===== config.mk =====
export PLATFORM = sky130hd
export DESIGN_NAME = led_pulse_device_flat
export DESIGN_NICKNAME = d
export VERILOG_FILES = /design/src/core/led_pulse_pkg.sv /design/src/core/led_link_if.sv /design/src/core/holdoff_timer.sv /design/src/core/led_pulse_device.sv /design/src/flat_wrapper.sv
export SDC_FILE = /design/constraint.sdc
export NUM_CORES = 1
export LEC_CHECK = 0
export ABC_AREA = 0
export BUFFER_PORTS_ARGS = -buffer_cell sky130_fd_sc_hd__buf_2
export CAP_MARGIN = 20
export CELL_PAD_IN_SITES_DETAIL_PLACEMENT = 0
export CELL_PAD_IN_SITES_GLOBAL_PLACEMENT = 1
export CORE_AREA = 2 2 143 159
export CTS_CLUSTER_SIZE = 24
export DETAILED_ROUTE_END_ITERATION = 12
export DIE_AREA = 0 0 145 161
export GPL_TIMING_DRIVEN = 0
export MAX_ROUTING_LAYER = met4
export PLACE_DENSITY_LB_ADDON = 0.1
export SLEW_MARGIN = 20
export SYNTH_ARGS = -nofsm -noshare
export SYNTH_HDL_FRONTEND = slang
export SYNTH_SLANG_ARGS = --single-unit
export TNS_END_PERCENT = 20

===== constraint.sdc =====
create_clock -name pclk -period 2.7 [get_ports pclk]
set_input_delay 0.27 -clock pclk [delete_from_list [all_inputs] [get_ports pclk]]
set_output_delay 0.27 -clock pclk [all_outputs]
set_load 0.05 [all_outputs]

===== src/core/led_pulse_pkg.sv =====
// Purpose: Shared constants, field layouts and decode functions for the LED pulse link.
// Assumes: One system clock pclk at 100 MHz, asynchronous active-low reset presetn.
// Notes: Register offsets are byte addresses of aligned 32-bit words on APB.
package led_pulse_pkg;

  ////////////////////////////////////////////////////////////////////////////////
  // Widths and counts.
  localparam int SEL_W = 4;
  localparam int HOLD_W = 16;
  localparam int LIM_W = 16;
  localparam int THR_W = 10;
  localparam int TIA_W = 12;
  localparam int NUM_GROUPS = 4;
  localparam int NUM_COLOURS = 3;

  ////////////////////////////////////////////////////////////////////////////////
  // Timing.
  localparam int CLK_PERIOD_NS = 10;
  localparam int TOGGLE_OFF_NS = 50;
  localparam int TOGGLE_OFF_CYC = (TOGGLE_OFF_NS + CLK_PERIOD_NS - 1) / CLK_PERIOD_NS;

  ////////////////////////////////////////////////////////////////////////////////
  // Select code fields and codes.
  localparam int SEL_COLOUR_LSB = 0;
  localparam int SEL_GROUP_LSB = 2;
  localparam logic [SEL_W-1:0] SEL_OFF = 4'h0;

  ////////////////////////////////////////////////////////////////////////////////
  // Register offsets.
  localparam logic [7:0] ADDR_CTRL = 8'h00;
  localparam logic [7:0] ADDR_SELECT = 8'h04;
  localparam logic [7:0] ADDR_HOLDOFF = 8'h08;
  localparam logic [7:0] ADDR_LIMIT0 = 8'h0C;
  localparam logic [7:0] ADDR_THRESH0 = 8'h18;
  localparam logic [7:0] ADDR_EXCESS = 8'h28;
  localparam logic [7:0] ADDR_STATUS = 8'h2C;
  localparam logic [7:0] ADDR_MASK = 8'h30;
  localparam logic [7:0] ADDR_LEVEL = 8'h34;

  ////////////////////////////////////////////////////////////////////////////////
  // Field positions.
  localparam int CTRL_DISC_BIT = 0;
  localparam int CTRL_PULSE_EN_BIT = 1;
  localparam int CTRL_LOW_BW_BIT = 2;
  localparam int CTRL_EXCESS_EN_BIT = 3;
  localparam int SELECT_SHUNT_BIT = 4;
  localparam int ST_PULSE_DONE_BIT = 0;
  localparam int ST_EXCESS_BIT = 1;
  localparam int ST_W = 2;
  localparam int LVL_COMP_BIT = 0;
  localparam int LVL_SHUNT_BIT = 1;
  localparam int LVL_DRIVER_BIT = 2;
  localparam int LVL_EXCESS_BIT = 3;
  localparam int LVL_BIGCAP_BIT = 4;

  ////////////////////////////////////////////////////////////////////////////////
  // Reset values.
  localparam logic [HOLD_W-1:0] HOLDOFF_RESET = 16'h0064;
  localparam logic [LIM_W-1:0] LIMIT_RESET = 16'h0100;
  localparam logic [THR_W-1:0] THRESH_RESET = 10'h000;
  localparam logic [TIA_W-1:0] EXCESS_RESET = 12'hFFF;

  ////////////////////////////////////////////////////////////////////////////////
  // Decode functions.
  function automatic logic [1:0] sel_colour(input logic [SEL_W-1:0] code);
    return code[SEL_COLOUR_LSB +: 2];
  endfunction : sel_colour

  function automatic logic [1:0] sel_group(input logic [SEL_W-1:0] code);
    return code[SEL_GROUP_LSB +: 2];
  endfunction : sel_group

  function automatic logic sel_driver_on(input logic [SEL_W-1:0] code);
    return code[SEL_COLOUR_LSB +: 2] != 2'b00;
  endfunction : sel_driver_on

endpackage : led_pulse_pkg


===== src/core/led_link_if.sv =====
// Purpose: Link between the display controller end and the LED pulse device end.
// Assumes: Both ends run on the same pclk.
// Notes: Configuration flows controller to device, status flows back.
interface led_link_if;
  import led_pulse_pkg::*;

  logic [SEL_W-1:0] led_select_code;
  logic shunt_req;
  logic pulse_en;
  logic disc_mode;
  logic low_bw_sel;
  logic excess_en;
  logic [HOLD_W-1:0] holdoff_len;
  logic [LIM_W-1:0] pulse_limit [NUM_COLOURS];
  logic [THR_W-1:0] photo_threshold [NUM_GROUPS];
  logic [TIA_W-1:0] excess_threshold;
  logic photo_comparator_out;
  logic excess_flag;
  logic shunt_state;
  logic driver_state;
  logic big_cap_state;

  modport host (
    output led_select_code, shunt_req, pulse_en, disc_mode, low_bw_sel, excess_en,
    output holdoff_len, pulse_limit, photo_threshold, excess_threshold,
    input photo_comparator_out, excess_flag, shunt_state, driver_state, big_cap_state
  );

  modport dev (
    input led_select_code, shunt_req, pulse_en, disc_mode, low_bw_sel, excess_en,
    input holdoff_len, pulse_limit, photo_threshold, excess_threshold,
    output photo_comparator_out, excess_flag, shunt_state, driver_state, big_cap_state
  );
endinterface : led_link_if


===== src/core/holdoff_timer.sv =====
// Purpose: Comparator hold-off counter.
// Assumes: Trigger is a one-cycle pulse on pclk.
// Notes: A trigger while busy is ignored; a zero length gives no hold-off.
module holdoff_timer
  import led_pulse_pkg::*;
#(
  parameter int W = HOLD_W
) (
  // Clock and reset.
  input wire logic pclk,
  input wire logic presetn,
  // Control.
  input wire logic trigger,
  input wire logic [W-1:0] length,
  // Status.
  output logic busy
);

  logic [W-1:0] count_reg;

  always_ff @(posedge pclk or negedge presetn) begin
    if (!presetn) begin
      count_reg <= '0;
    end else if (trigger && count_reg == '0) begin
      count_reg <= length;
    end else if (count_reg != '0) begin
      count_reg <= count_reg - 1'b1;
    end
  end

  assign busy = count_reg != '0;

endmodule : holdoff_timer


===== src/core/led_pulse_device.sv =====
// Purpose: Device end: select decode, pulse sequencing, hold-off filter, excess check.
// Assumes: Comparator and amplifier codes arrive from outside pclk and are synchronised.
// Notes: Link signals from the controller share pclk and are used directly.
module led_pulse_device
  import led_pulse_pkg::*;
#(
  parameter int TOGGLE_CYC = TOGGLE_OFF_CYC
) (
  // Clock and reset.
  input wire logic pclk,
  input wire logic presetn,
  // Link to the controller.
  led_link_if.dev link,
  // Analog front end.
  input wire logic comparator_raw,
  input wire logic [TIA_W-1:0] secondary_hi_bw_code,
  input wire logic [TIA_W-1:0] secondary_lo_bw_code,
  // Driver pins.
  output logic shunt_enable_out,
  output logic driver_enable_out,
  output logic big_cap_select_out,
  output logic [THR_W-1:0] photo_dac_code
);

  typedef enum {PS_IDLE, PS_TOGGLE, PS_PULSE} pulse_state_t;

  ////////////////////////////////////////////////////////////////////////////////
  // Input synchronisers.
  logic comp_s1_reg;
  logic comp_s2_reg;
  logic comp_s3_reg;
  logic [TIA_W-1:0] hi_s1_reg;
  logic [TIA_W-1:0] hi_s2_reg;
  logic [TIA_W-1:0] lo_s1_reg;
  logic [TIA_W-1:0] lo_s2_reg;
  logic [TIA_W-1:0] hi_s3_reg;
  logic [TIA_W-1:0] lo_s3_reg;
  logic [TIA_W-1:0] hi_code_reg;
  logic [TIA_W-1:0] lo_code_reg;

  always_ff @(posedge pclk or negedge presetn) begin
    if (!presetn) begin
      comp_s1_reg <= 1'b1;
      comp_s2_reg <= 1'b1;
      comp_s3_reg <= 1'b1;
    end else begin
      comp_s1_reg <= comparator_raw;
      comp_s2_reg <= comp_s1_reg;
      comp_s3_reg <= comp_s2_reg;
    end
  end

  always_ff @(posedge pclk or negedge presetn) begin
    if (!presetn) begin
      hi_s1_reg <= '0;
      hi_s2_reg <= '0;
      lo_s1_reg <= '0;
      lo_s2_reg <= '0;
      hi_s3_reg <= '0;
      lo_s3_reg <= '0;
      hi_code_reg <= '0;
      lo_code_reg <= '0;
    end else begin
      hi_s1_reg <= secondary_hi_bw_code;
      hi_s2_reg <= hi_s1_reg;
      lo_s1_reg <= secondary_lo_bw_code;
      lo_s2_reg <= lo_s1_reg;
      hi_s3_reg <= hi_s2_reg;
      lo_s3_reg <= lo_s2_reg;
      if (hi_s2_reg == hi_s3_reg) begin
        hi_code_reg <= hi_s2_reg;
      end
      if (lo_s2_reg == lo_s3_reg) begin
        lo_code_reg <= lo_s2_reg;
      end
    end
  end

  ////////////////////////////////////////////////////////////////////////////////
  // Select decode.
  logic drv_mode;
  logic [1:0] colour;
  logic [1:0] group;

  assign drv_mode = sel_driver_on(link.led_select_code);
  assign group = sel_group(link.led_select_code);
  assign colour = drv_mode ? sel_colour(link.led_select_code)
                           : sel_group(link.led_select_code);

  ////////////////////////////////////////////////////////////////////////////////
  // Hold-off filter.
  logic comp_fall;
  logic holdoff_busy;
  logic qual_fall;
  logic comp_out_reg;

  assign comp_fall = comp_s3_reg && !comp_s2_reg;
  assign qual_fall = comp_fall && !holdoff_busy;

  holdoff_timer #(
    .W(HOLD_W)
  ) u_holdoff (
    .pclk(pclk),
    .presetn(presetn),
    .trigger(qual_fall),
    .length(link.holdoff_len),
    .busy(holdoff_busy)
  );

  always_ff @(posedge pclk or negedge presetn) begin
    if (!presetn) begin
      comp_out_reg <= 1'b1;
    end else if (qual_fall || holdoff_busy) begin
      comp_out_reg <= 1'b0;
    end else begin
      comp_out_reg <= comp_s2_reg;
    end
  end

  ////////////////////////////////////////////////////////////////////////////////
  // Discontinuous pulse sequencer.
  pulse_state_t state_reg;
  pulse_state_t state_next;
  logic shunt_req_d_reg;
  logic shunt_fall;
  logic [LIM_W-1:0] run_count_reg;
  logic [LIM_W-1:0] active_limit;
  logic limit_hit;
  logic pulse_ok;

  assign shunt_fall = shunt_req_d_reg && !link.shunt_req;
  assign pulse_ok = link.disc_mode && link.pulse_en && drv_mode;
  assign active_limit = link.pulse_limit[colour - 2'd1];
  assign limit_hit = run_count_reg >= active_limit;

  always_ff @(posedge pclk or negedge presetn) begin
    if (!presetn) begin
      shunt_req_d_reg <= 1'b1;
    end else begin
      shunt_req_d_reg <= link.shunt_req;
    end
  end

  always_comb begin
    state_next = state_reg;
    case (state_reg)
      PS_IDLE: begin
        if (pulse_ok && shunt_fall) begin
          state_next = PS_TOGGLE;
        end
      end
      PS_TOGGLE: begin
        if (!pulse_ok || link.shunt_req) begin
          state_next = PS_IDLE;
        end else if (run_count_reg >= LIM_W'(TOGGLE_CYC - 1)) begin
          state_next = PS_PULSE;
        end
      end
      PS_PULSE: begin
        if (!pulse_ok || link.shunt_req || qual_fall || limit_hit) begin
          state_next = PS_IDLE;
        end
      end
      default: begin
        state_next = PS_IDLE;
      end
    endcase
  end

  always_ff @(posedge pclk or negedge presetn) begin
    if (!presetn) begin
      state_reg <= PS_IDLE;
    end else begin
      state_reg <= state_next;
    end
  end

  always_ff @(posedge pclk or negedge presetn) begin
    if (!presetn) begin
      run_count_reg <= '0;
    end else if (state_next != state_reg) begin
      run_count_reg <= '0;
    end else if (run_count_reg != '1) begin
      run_count_reg <= run_count_reg + 1'b1;
    end
  end

  ////////////////////////////////////////////////////////////////////////////////
  // Driver pins.
  logic shunt_next;
  logic drv_next;
  logic shunt_reg;
  logic drv_reg;
  logic big_cap_reg;
  logic [THR_W-1:0] dac_reg;

  always_comb begin
    if (!drv_mode) begin
      shunt_next = 1'b1;
      drv_next = 1'b0;
    end else if (link.disc_mode) begin
      shunt_next = state_next == PS_IDLE;
      drv_next = link.pulse_en && state_next != PS_TOGGLE;
    end else begin
      shunt_next = 1'b0;
      drv_next = link.pulse_en && !holdoff_busy && !qual_fall;
    end
  end

  always_ff @(posedge pclk or negedge presetn) begin
    if (!presetn) begin
      shunt_reg <= 1'b1;
      drv_reg <= 1'b0;
      big_cap_reg <= 1'b0;
      dac_reg <= '0;
    end else begin
      shunt_reg <= shunt_next;
      drv_reg <= drv_next;
      big_cap_reg <= link.disc_mode;
      dac_reg <= link.photo_threshold[group];
    end
  end

  ////////////////////////////////////////////////////////////////////////////////
  // Excess brightness comparison.
  logic [TIA_W-1:0] secondary_code;
  logic excess_reg;

  assign secondary_code = link.low_bw_sel ? lo_code_reg : hi_code_reg;

  always_ff @(posedge pclk or negedge presetn) begin
    if (!presetn) begin
      excess_reg <= 1'b0;
    end else begin
      excess_reg <= link.excess_en && (secondary_code > link.excess_threshold);
    end
  end

  ////////////////////////////////////////////////////////////////////////////////
  // Outputs.
  assign shunt_enable_out = shunt_reg;
  assign driver_enable_out = drv_reg;
  assign big_cap_select_out = big_cap_reg;
  assign photo_dac_code = dac_reg;
  assign link.photo_comparator_out = comp_out_reg;
  assign link.excess_flag = excess_reg;
  assign link.shunt_state = shunt_reg;
  assign link.driver_state = drv_reg;
  assign link.big_cap_state = big_cap_reg;

endmodule : led_pulse_device


===== src/flat_wrapper.sv =====
// flat-port wrapper written by rule: the top's interface ports become plain ports
module led_pulse_device_flat import led_pulse_pkg::*;
#(
  parameter int TOGGLE_CYC = TOGGLE_OFF_CYC
)
  (pclk, presetn, comparator_raw, secondary_hi_bw_code, secondary_lo_bw_code, shunt_enable_out, driver_enable_out, big_cap_select_out, photo_dac_code, link_led_select_code, link_shunt_req, link_pulse_en, link_disc_mode, link_low_bw_sel, link_excess_en, link_holdoff_len, link_pulse_limit, link_photo_threshold, link_excess_threshold, link_photo_comparator_out, link_excess_flag, link_shunt_state, link_driver_state, link_big_cap_state);
  led_link_if link_i ();
  input wire logic pclk;
  input wire logic presetn;
  input wire logic comparator_raw;
  input wire logic [TIA_W-1:0] secondary_hi_bw_code;
  input wire logic [TIA_W-1:0] secondary_lo_bw_code;
  output logic shunt_enable_out;
  output logic driver_enable_out;
  output logic big_cap_select_out;
  output logic [THR_W-1:0] photo_dac_code;
  input wire logic [$bits(link_i.led_select_code)-1:0] link_led_select_code;
  input wire logic [$bits(link_i.shunt_req)-1:0] link_shunt_req;
  input wire logic [$bits(link_i.pulse_en)-1:0] link_pulse_en;
  input wire logic [$bits(link_i.disc_mode)-1:0] link_disc_mode;
  input wire logic [$bits(link_i.low_bw_sel)-1:0] link_low_bw_sel;
  input wire logic [$bits(link_i.excess_en)-1:0] link_excess_en;
  input wire logic [$bits(link_i.holdoff_len)-1:0] link_holdoff_len;
  input wire logic [$bits(link_i.pulse_limit)-1:0] link_pulse_limit;
  input wire logic [$bits(link_i.photo_threshold)-1:0] link_photo_threshold;
  input wire logic [$bits(link_i.excess_threshold)-1:0] link_excess_threshold;
  output wire logic [$bits(link_i.photo_comparator_out)-1:0] link_photo_comparator_out;
  output wire logic [$bits(link_i.excess_flag)-1:0] link_excess_flag;
  output wire logic [$bits(link_i.shunt_state)-1:0] link_shunt_state;
  output wire logic [$bits(link_i.driver_state)-1:0] link_driver_state;
  output wire logic [$bits(link_i.big_cap_state)-1:0] link_big_cap_state;
  assign link_i.led_select_code = link_led_select_code;
  assign link_i.shunt_req = link_shunt_req;
  assign link_i.pulse_en = link_pulse_en;
  assign link_i.disc_mode = link_disc_mode;
  assign link_i.low_bw_sel = link_low_bw_sel;
  assign link_i.excess_en = link_excess_en;
  assign link_i.holdoff_len = link_holdoff_len;
  assign link_i.pulse_limit = {>>{link_pulse_limit}};
  assign link_i.photo_threshold = {>>{link_photo_threshold}};
  assign link_i.excess_threshold = link_excess_threshold;
  assign link_photo_comparator_out = link_i.photo_comparator_out;
  assign link_excess_flag = link_i.excess_flag;
  assign link_shunt_state = link_i.shunt_state;
  assign link_driver_state = link_i.driver_state;
  assign link_big_cap_state = link_i.big_cap_state;
  led_pulse_device #(.TOGGLE_CYC(TOGGLE_CYC)) u_core (.pclk(pclk), .presetn(presetn), .link(link_i), .comparator_raw(comparator_raw), .secondary_hi_bw_code(secondary_hi_bw_code), .secondary_lo_bw_code(secondary_lo_bw_code), .shunt_enable_out(shunt_enable_out), .driver_enable_out(driver_enable_out), .big_cap_select_out(big_cap_select_out), .photo_dac_code(photo_dac_code));
endmodule

==> out/metrics.yaml, run 1 <==
timing:
  timing.fmax_mhz: 383
  setup_violations: 0
  fin_crit_sh: 0.967
  fin_worst_hold_slack_ps: 57.4
  rsz0062_at_grt: "false"
  fin_skew_ps: 7.23
  period_minus_slack_ps: 2610
  relSlewSlack: 0.487
  finalHoldViolCount: 0
  worst_slew_pin_slew_ps: 770
  report.final.slew_viol_count: 0
setup_path:
  reg2reg_depth: 8
  critPathMaxStageDelay_ps: 290
  crit_buf_inv: 5
  worstSetupEndpoint: "u_core.run_count_reg[0]"
  crit_fanout: 10
  reg2reg_from: "u_core.run_count_reg[1]"
  reg2reg_to: "u_core.run_count_reg[0]"
  path_class: "in -> reg"
  worst_path_max_delay_cell: "ha_1"
  cp_common_cell: "buf_4"
  required_ps: 3050
  critPathTopFamily: "compound AO/OA/AOI/OAI gates"
  cp_cell_sequence: "buf_4 -> inv_1 -> a21o_1 -> buf_2 -> buf_6 -> nand2_1 -> a21oi_1 -> a21oi_2 -> ha_1 -> nor2b_1 -> o211a_1 -> o31ai_4 -> nand4_1 -> a21bo_4 -> buf_4 -> nor2_1"
  crit_cells: 16
  crit_path_start: "link_led_select_code[1]"
  critPathArrivalTime_ps: 2960
  startpoint_type: "input port"
  r2r_slack_ps: 510
  cp-end-kind: "register"
routing:
  via_per_inst: 4.57
  drt_first_pass_iters: 4
  dr.first_iter.drc_count: 234
  routed_wirelength_mm: 16.9
  route.detailed.drc: 0
  route.vias.total: 5315
  drtAntennaViolNets: 0
  wire_per_inst_um: 14.5
status:
  status: "finished clean"
clocking:
  clk_pin_slew_ps: 70
  clk_latency_ps: 420
  cts-root-buf: "clkbuf_16"
  cts_inserted_buffers: 17
  htreeDepth: 4
  tritoncts: "done"
  clkSinkCount: 179
  ctsLongestPathBuffers: 2
die:
  start_util: 0.346
  die-area_um2: 23300
  placementRows: 57
  pin_count: 170
  die_x_um: 145
  dieHeight_um: 161
  core_um2: 21800
layout:
  nNetsFinal: 1037
  fin_cells: 1162
  drive_above_1_share: 0.328
  synthToLayoutAreaGrowth_pct: 31.2
  largest_reg_flops: 32
  fillers: 2088
global_route:
  grt_max_degree: 96
  grt_pass1_vias: 5883
  antenna_found_initial: 1
  grt_pass1_wl_mm: 28.6
  overflow: 0
  grt_usage: 0.158
yosys:
  synth-simple-area-share: 0.117
  synth_compound_area_frac: 0.0833
  yosys_most_used_dff: "dfrtp_1"
  synth_cells: 608
  ys_ff_latch: 179
  synth.top_cell.area_share: 0.575
  async_reset_ff_frac: 1.00
  yosysMostFrequentCell: "dfrtp_1"
  syn_area_um2: 7520
  synthXorXnorAreaFrac: 0.0407
  yosys-top-cells-count: "dfrtp_1, a21oi_1, nand2_1"
  synthTopCellsByArea: "dfrtp_1, mux2_2, ha_1, a21oi_1, xor2_1"
  synth_adder_area_share: 0.0515
  ys_warn_count: 0
  syn_area_per_cell_um2: 12.4
  synth_cell_types: 56
  synth_edf_count: 0
  synth_top_family_by_area: "simple AND/OR/NAND/NOR gates"
  muxShareOfSynthArea: 0.0903
  yosysTopAreaCell: "dfrtp_1"
  ys_seq_area_frac: 0.596
flow_run:
  maxCapViolCount: 0
place:
  gp_congestion: 0.825
  place_inst: 1102
  dp_hpwl_mm: 12.7
  port_buffers: 169
power_and_ir_drop:
  ir_worst_vdd_mv: 0.314
  leakage_nw: 4.74
  power_mw: 5.87
  p_per_area_nw_per_um2: 595
worst_hold_path:
  worstHoldPathType: "in -> reg"
==> timing repair <==
action	CTS	global route
pin swaps	2	3
buffers inserted	1	0
endpoints found under the setup margin	17	17
hold buffers	27	1
hold endpoints to repair	104	1
resized for setup	14	17
==> layout make-up <==
type                       instances  area (um^2)  area share
sequential                       179         4490       0.454
multi-input combinational        421         3070       0.311
timing repair buffer             199         1170       0.119
clock buffer                      17          425      0.0431
tap                              295          369      0.0374
clock inverter                    14          170      0.0172
buffer                            15         92.6     0.00938
inverter                          21         78.8     0.00798
antenna                            1         2.50    0.000253
==> worst min-delay path by stage <==
stage                              startpoint                       endpoint  cells after the start
after CTS                      link_disc_mode      u_core.big_cap_select_out                      1
final                     link_holdoff_len[3]  u_core.u_holdoff.count_reg[3]                      2
after global placement    u_core.lo_s1_reg[3]            u_core.lo_s2_reg[3]                      0
after global routing      link_holdoff_len[3]  u_core.u_holdoff.count_reg[3]                      2
after floorplan                       presetn      u_core.big_cap_select_out                      0
after detailed placement              presetn            u_core.lo_s3_reg[1]                      1
==> stage by stage <==
step	instance area (um^2)	setup TNS (ps)	utilization	setup slack, ps
6_report	9870	0	0.454	90.3
5_1_grt	9870	0	0.454	8.39
4_1_cts	9820	0	0.452	3.85
3_5_place_dp	8890	-13050	0.409	-816
3_3_place_gp	8860	-249030	0.407	-1370
2_1_floorplan	7640	0	-	14.4
==> cell families (layout without fill, tap and decap cells) <==
family / after synthesis / after routing
AOI/OAI and AO/OA: 104 / 104
xor gates and xnor gates: 35 / 35
adders and majority gates: 31 / 31
buffers and inverters: 37 / 266
DFF: 179 / 179
muxes: 51 / 51
other: 1 / 31
and+or+nand+nor: 170 / 170
==> layout by cell type (no fill, tap or decap), types with 5 or more instances in the layout <==
cell type,n
nand2_1,54
nor4_1,18
dlygate4sd3_1,28
mux4_2,10
buf_2,168
xnor2_1,8
mux2_2,35
nand4_1,8
a21o_1,7
conb_1,30
ha_1,31
xor2_1,27
nor2b_1,8
and3_1,8
nor2_1,30
dfstp_2,6
inv_1,21
nand3_1,9
a21oi_1,48
o21ai_0,17
mux2i_1,6
clkbuf_16,17
buf_4,6
dfrtp_1,173
nand2b_1,5
nor3_1,12
==> power by group <==
part           switching (mW)  internal, mW  total [mW]
combinational           0.308         0.236       0.545
clock                    1.09          1.39        2.49
sequential             0.0497          2.79        2.84
total                    1.45          4.42        5.87
==> metal layers <==
layer / vias up / wire length (um) / part of all wire / GRT usage
li1: 2619 / - / - / -
met1: 2510 / 7700 / 0.46 / 0.200
met2: 173 / 8160 / 0.48 / 0.258
met3: 13 / 843 / 0.050 / 0.0342
met4: 0 / 178 / 0.011 / 0.0459
met5: - / 0 / 0 / -
No activity file was read; power rests on OpenSTA's default activity.
==> run 2: changes to the inputs <==
--- a/config.mk
+++ b/config.mk
@@ -8,15 +8,13 @@
 export ABC_AREA = 0
 export BUFFER_PORTS_ARGS = -buffer_cell sky130_fd_sc_hd__buf_2
 export CAP_MARGIN = 20
-export CELL_PAD_IN_SITES_DETAIL_PLACEMENT = 0
-export CELL_PAD_IN_SITES_GLOBAL_PLACEMENT = 1
 export CORE_AREA = 2 2 143 159
 export CTS_CLUSTER_SIZE = 24
 export DETAILED_ROUTE_END_ITERATION = 12
 export DIE_AREA = 0 0 145 161
 export GPL_TIMING_DRIVEN = 0
 export MAX_ROUTING_LAYER = met4
-export PLACE_DENSITY_LB_ADDON = 0.1
+export PLACE_DENSITY = 0.65
 export SLEW_MARGIN = 20
 export SYNTH_ARGS = -nofsm -noshare
 export SYNTH_HDL_FRONTEND = slang
==> constraint.sdc (replaced) <==
create_clock -name pclk -period 3.1 [get_ports pclk]
set_input_delay 0.31 -clock pclk [delete_from_list [all_inputs] [get_ports pclk]]
set_output_delay 0.31 -clock pclk [all_outputs]
set_load 0.05 [all_outputs]
==> out/metrics.yaml, run 2 (same netlist as run 1, synthesis figures left out) <==
status:
  status: "finished clean"
timing:
  period_minus_slack_ps: 2880
  fin_crit_sh: 0.929
  setup_slack_ps: 222  # +131 ps
  setup_violations: 0  # unchanged
  fin_skew_ps: 10.7  # +3.51 ps
  report.final.slew_viol_count: 0  # unchanged
  fin_worst_hold_slack_ps: 76.4  # +19.0 ps
  rsz0062_at_grt: "false"
  finalSetupTns_ps: 0  # unchanged
  relSlewSlack: 0.497  # +0.00972
  finalHoldViolCount: 0  # unchanged
  timing.fmax_mhz: 347
  worst_slew_pin_slew_ps: 755  # -14.6 ps
die:
  die-area_um2: 23300  # unchanged
  pin_count: 170  # unchanged
  die_x_um: 145  # unchanged
  dieHeight_um: 161  # unchanged
  core_um2: 21800  # unchanged
  start_util: 0.346  # unchanged
  placementRows: 57  # unchanged
place:
  port_buffers: 169  # unchanged
  placed_area_um2: 8890  # about the same
  gp_congestion: 0.912  # +11%
  dp_hpwl_mm: 11.9  # -6.0%
  place_ws_ps: -701  # +114 ps
global_route:
  met2_usage: 0.251  # -0.00693
  grt_max_degree: 97  # +1.0%
  antenna_found_initial: 0  # -1
  busiest_layer: "met2"
  grt_usage: 0.149  # -0.00917
  grt_pass1_vias: 5549  # -5.7%
  grt_pass1_wl_mm: 26.9  # -6.0%
  use_met3: 0.0282  # -0.00593
  use_met1: 0.180  # -0.0199
  overflow: 0  # unchanged
setup_path:
  path_class: "in -> reg"
  crit_fanout: 10  # unchanged
  startpoint_type: "input port"
  required_ps: 3450  # +400 ps
  critPathArrivalTime_ps: 3230  # +270 ps
  cp-end-kind: "register"
power_and_ir_drop:
  p_int_mw: 3.72  # -16%
  p_seq_frac: 0.493  # +0.010
  clkPwrFrac: 0.417  # -0.007
  switchingPower_mw: 1.29  # -11%
  p_comb_frac: 0.091  # -0.002
  ir_worst_vdd_mv: 0.316  # +0.50%
  p_per_area_nw_per_um2: 514  # -14%
  leakage_nw: 4.70  # -0.80%
  swShare: 0.258  # +0.0105
worst_hold_path:
  worstHoldPathType: "in -> reg"
layout:
  drive_above_1_share: 0.318  # -0.0100
  final_area_um2: 9760  # -1.1%
  antenna_cells: 0  # -1
  final_common_cell: "dfrtp_1"
  largest_reg_flops: 32  # unchanged
  final_cell_mix: "dfrtp_1, buf_2, nand2_1"
  nNetsFinal: 1035  # -0.19%
  synthToLayoutAreaGrowth_pct: 29.7
clocking:
  clk_latency_ps: 420  # about the same
  cts-root-buf: "clkbuf_16"
  clkSinkCount: 179  # unchanged
  cts_setup_buffers: 0  # -1
  cts_inserted_buffers: 17  # unchanged
  tritoncts: "done"
  ctsLongestPathBuffers: 2  # unchanged
  htreeDepth: 4  # unchanged
  clk_pin_slew_ps: 80  # about the same
flow_run:
  maxCapViolCount: 0  # unchanged
routing:
  route.detailed.drc: 0  # unchanged
  routed_wirelength_mm: 16.0  # -5.1%
  drtAntennaViolNets: 0  # unchanged
  wire_per_inst_um: 13.8  # -4.9%
  drt_first_pass_iters: 4  # unchanged
  dr.first_iter.drc_count: 245  # +4.7%
  route.vias.total: 5370  # +1.0%
  via_per_inst: 4.63  # +1.2%
==> run 2: cell count changes in the layout (fill, tap and decap cells not counted), moves of 2 or more <==
cell,before,now
a21oi_1,48,52
clkinv_8,0,2
a21oi_2,4,1
bufinv_16,2,0
inv_6,3,0
buf_6,2,0
inv_8,4,6
buf_4,6,4
clkbuf_1,2,5
==> run 2: worst paths after layout <==
kind,cells after the start,to,slack (ps),start
hold / removal,1,u_core.big_cap_select_out,80,link_disc_mode
setup / recovery,15,u_core.run_count_reg[15],220,link_led_select_code[1]
hold reg to reg,0,u_core.lo_s2_reg[3],340,u_core.lo_s1_reg[3]
setup reg to reg,7,u_core.run_count_reg[5],810,u_core.u_holdoff.count_reg[11]
min in group asynchronous,2,u_core.lo_code_reg[0],470,presetn
max in group asynchronous,3,u_core.link.shunt_state,1750,presetn
==> run 2: repair_timing <==
| item | CTS | global route |
|---|---|---|
| hold buffers | 27 | 0 |
| pin swaps | 0 | 0 |
| endpoints found under the setup margin | 17 | 17 |
| cloned | 0 | 0 |
| hold endpoints to repair | 108 | 0 |
| gates resized for setup | 2 | 9 |
==> run 2: worst max-delay path, stage by stage <==
cell,delay [ps]
buf_2,150
inv_1,100
a21o_2,240
clkbuf_1,350
nand2_1,90
a21oi_1,240
a21oi_1,110
ha_1,300
nor2b_1,140
o211a_1,200
o31ai_1,240
nand4_1,170
a21bo_2,290
buf_4,190
nor2_1,110
==> run 2: final cells by class <==
type / count / area [um^2]
multi-input cells: 421 / 3010
clock buffers: 19 / 443
repair buffers: 197 / 1150
clock inverters: 13 / 141
plain buffers: 15 / 77.6
inverters: 21 / 78.8
well taps: 295 / 369
fillers: 1989 / 12000
flip-flops and latches: 179 / 4490
==> run 2: power by group through the flow <==
stage	logic (mW)	registers, mW	clock network (mW)
floorplan	0.168	2.56	0
global placement	0.422	2.52	0
detailed placement	0.432	2.52	0
CTS	0.461	2.47	2.17
global route	0.511	2.48	2.27
finish	0.456	2.47	2.09
==> run 2: routing by layer <==
metal | up-vias | share of wire
met5 | - | 0
li1 | 2605 | -
met3 | 19 | 0.048
met1 | 2559 | 0.44
met2 | 187 | 0.49
met4 | 0 | 0.018
==> run 2: per-stage QoR <==
stage / util / instances / power [mW]
floorplan: - / 637 / 2.73
global placement: 0.407 / 1101 / 2.94
detailed placement: 0.409 / 1102 / 2.95
CTS: 0.448 / 1161 / 5.10
global route: 0.449 / 1160 / 5.26
finish: 0.449 / 1160 / 5.02
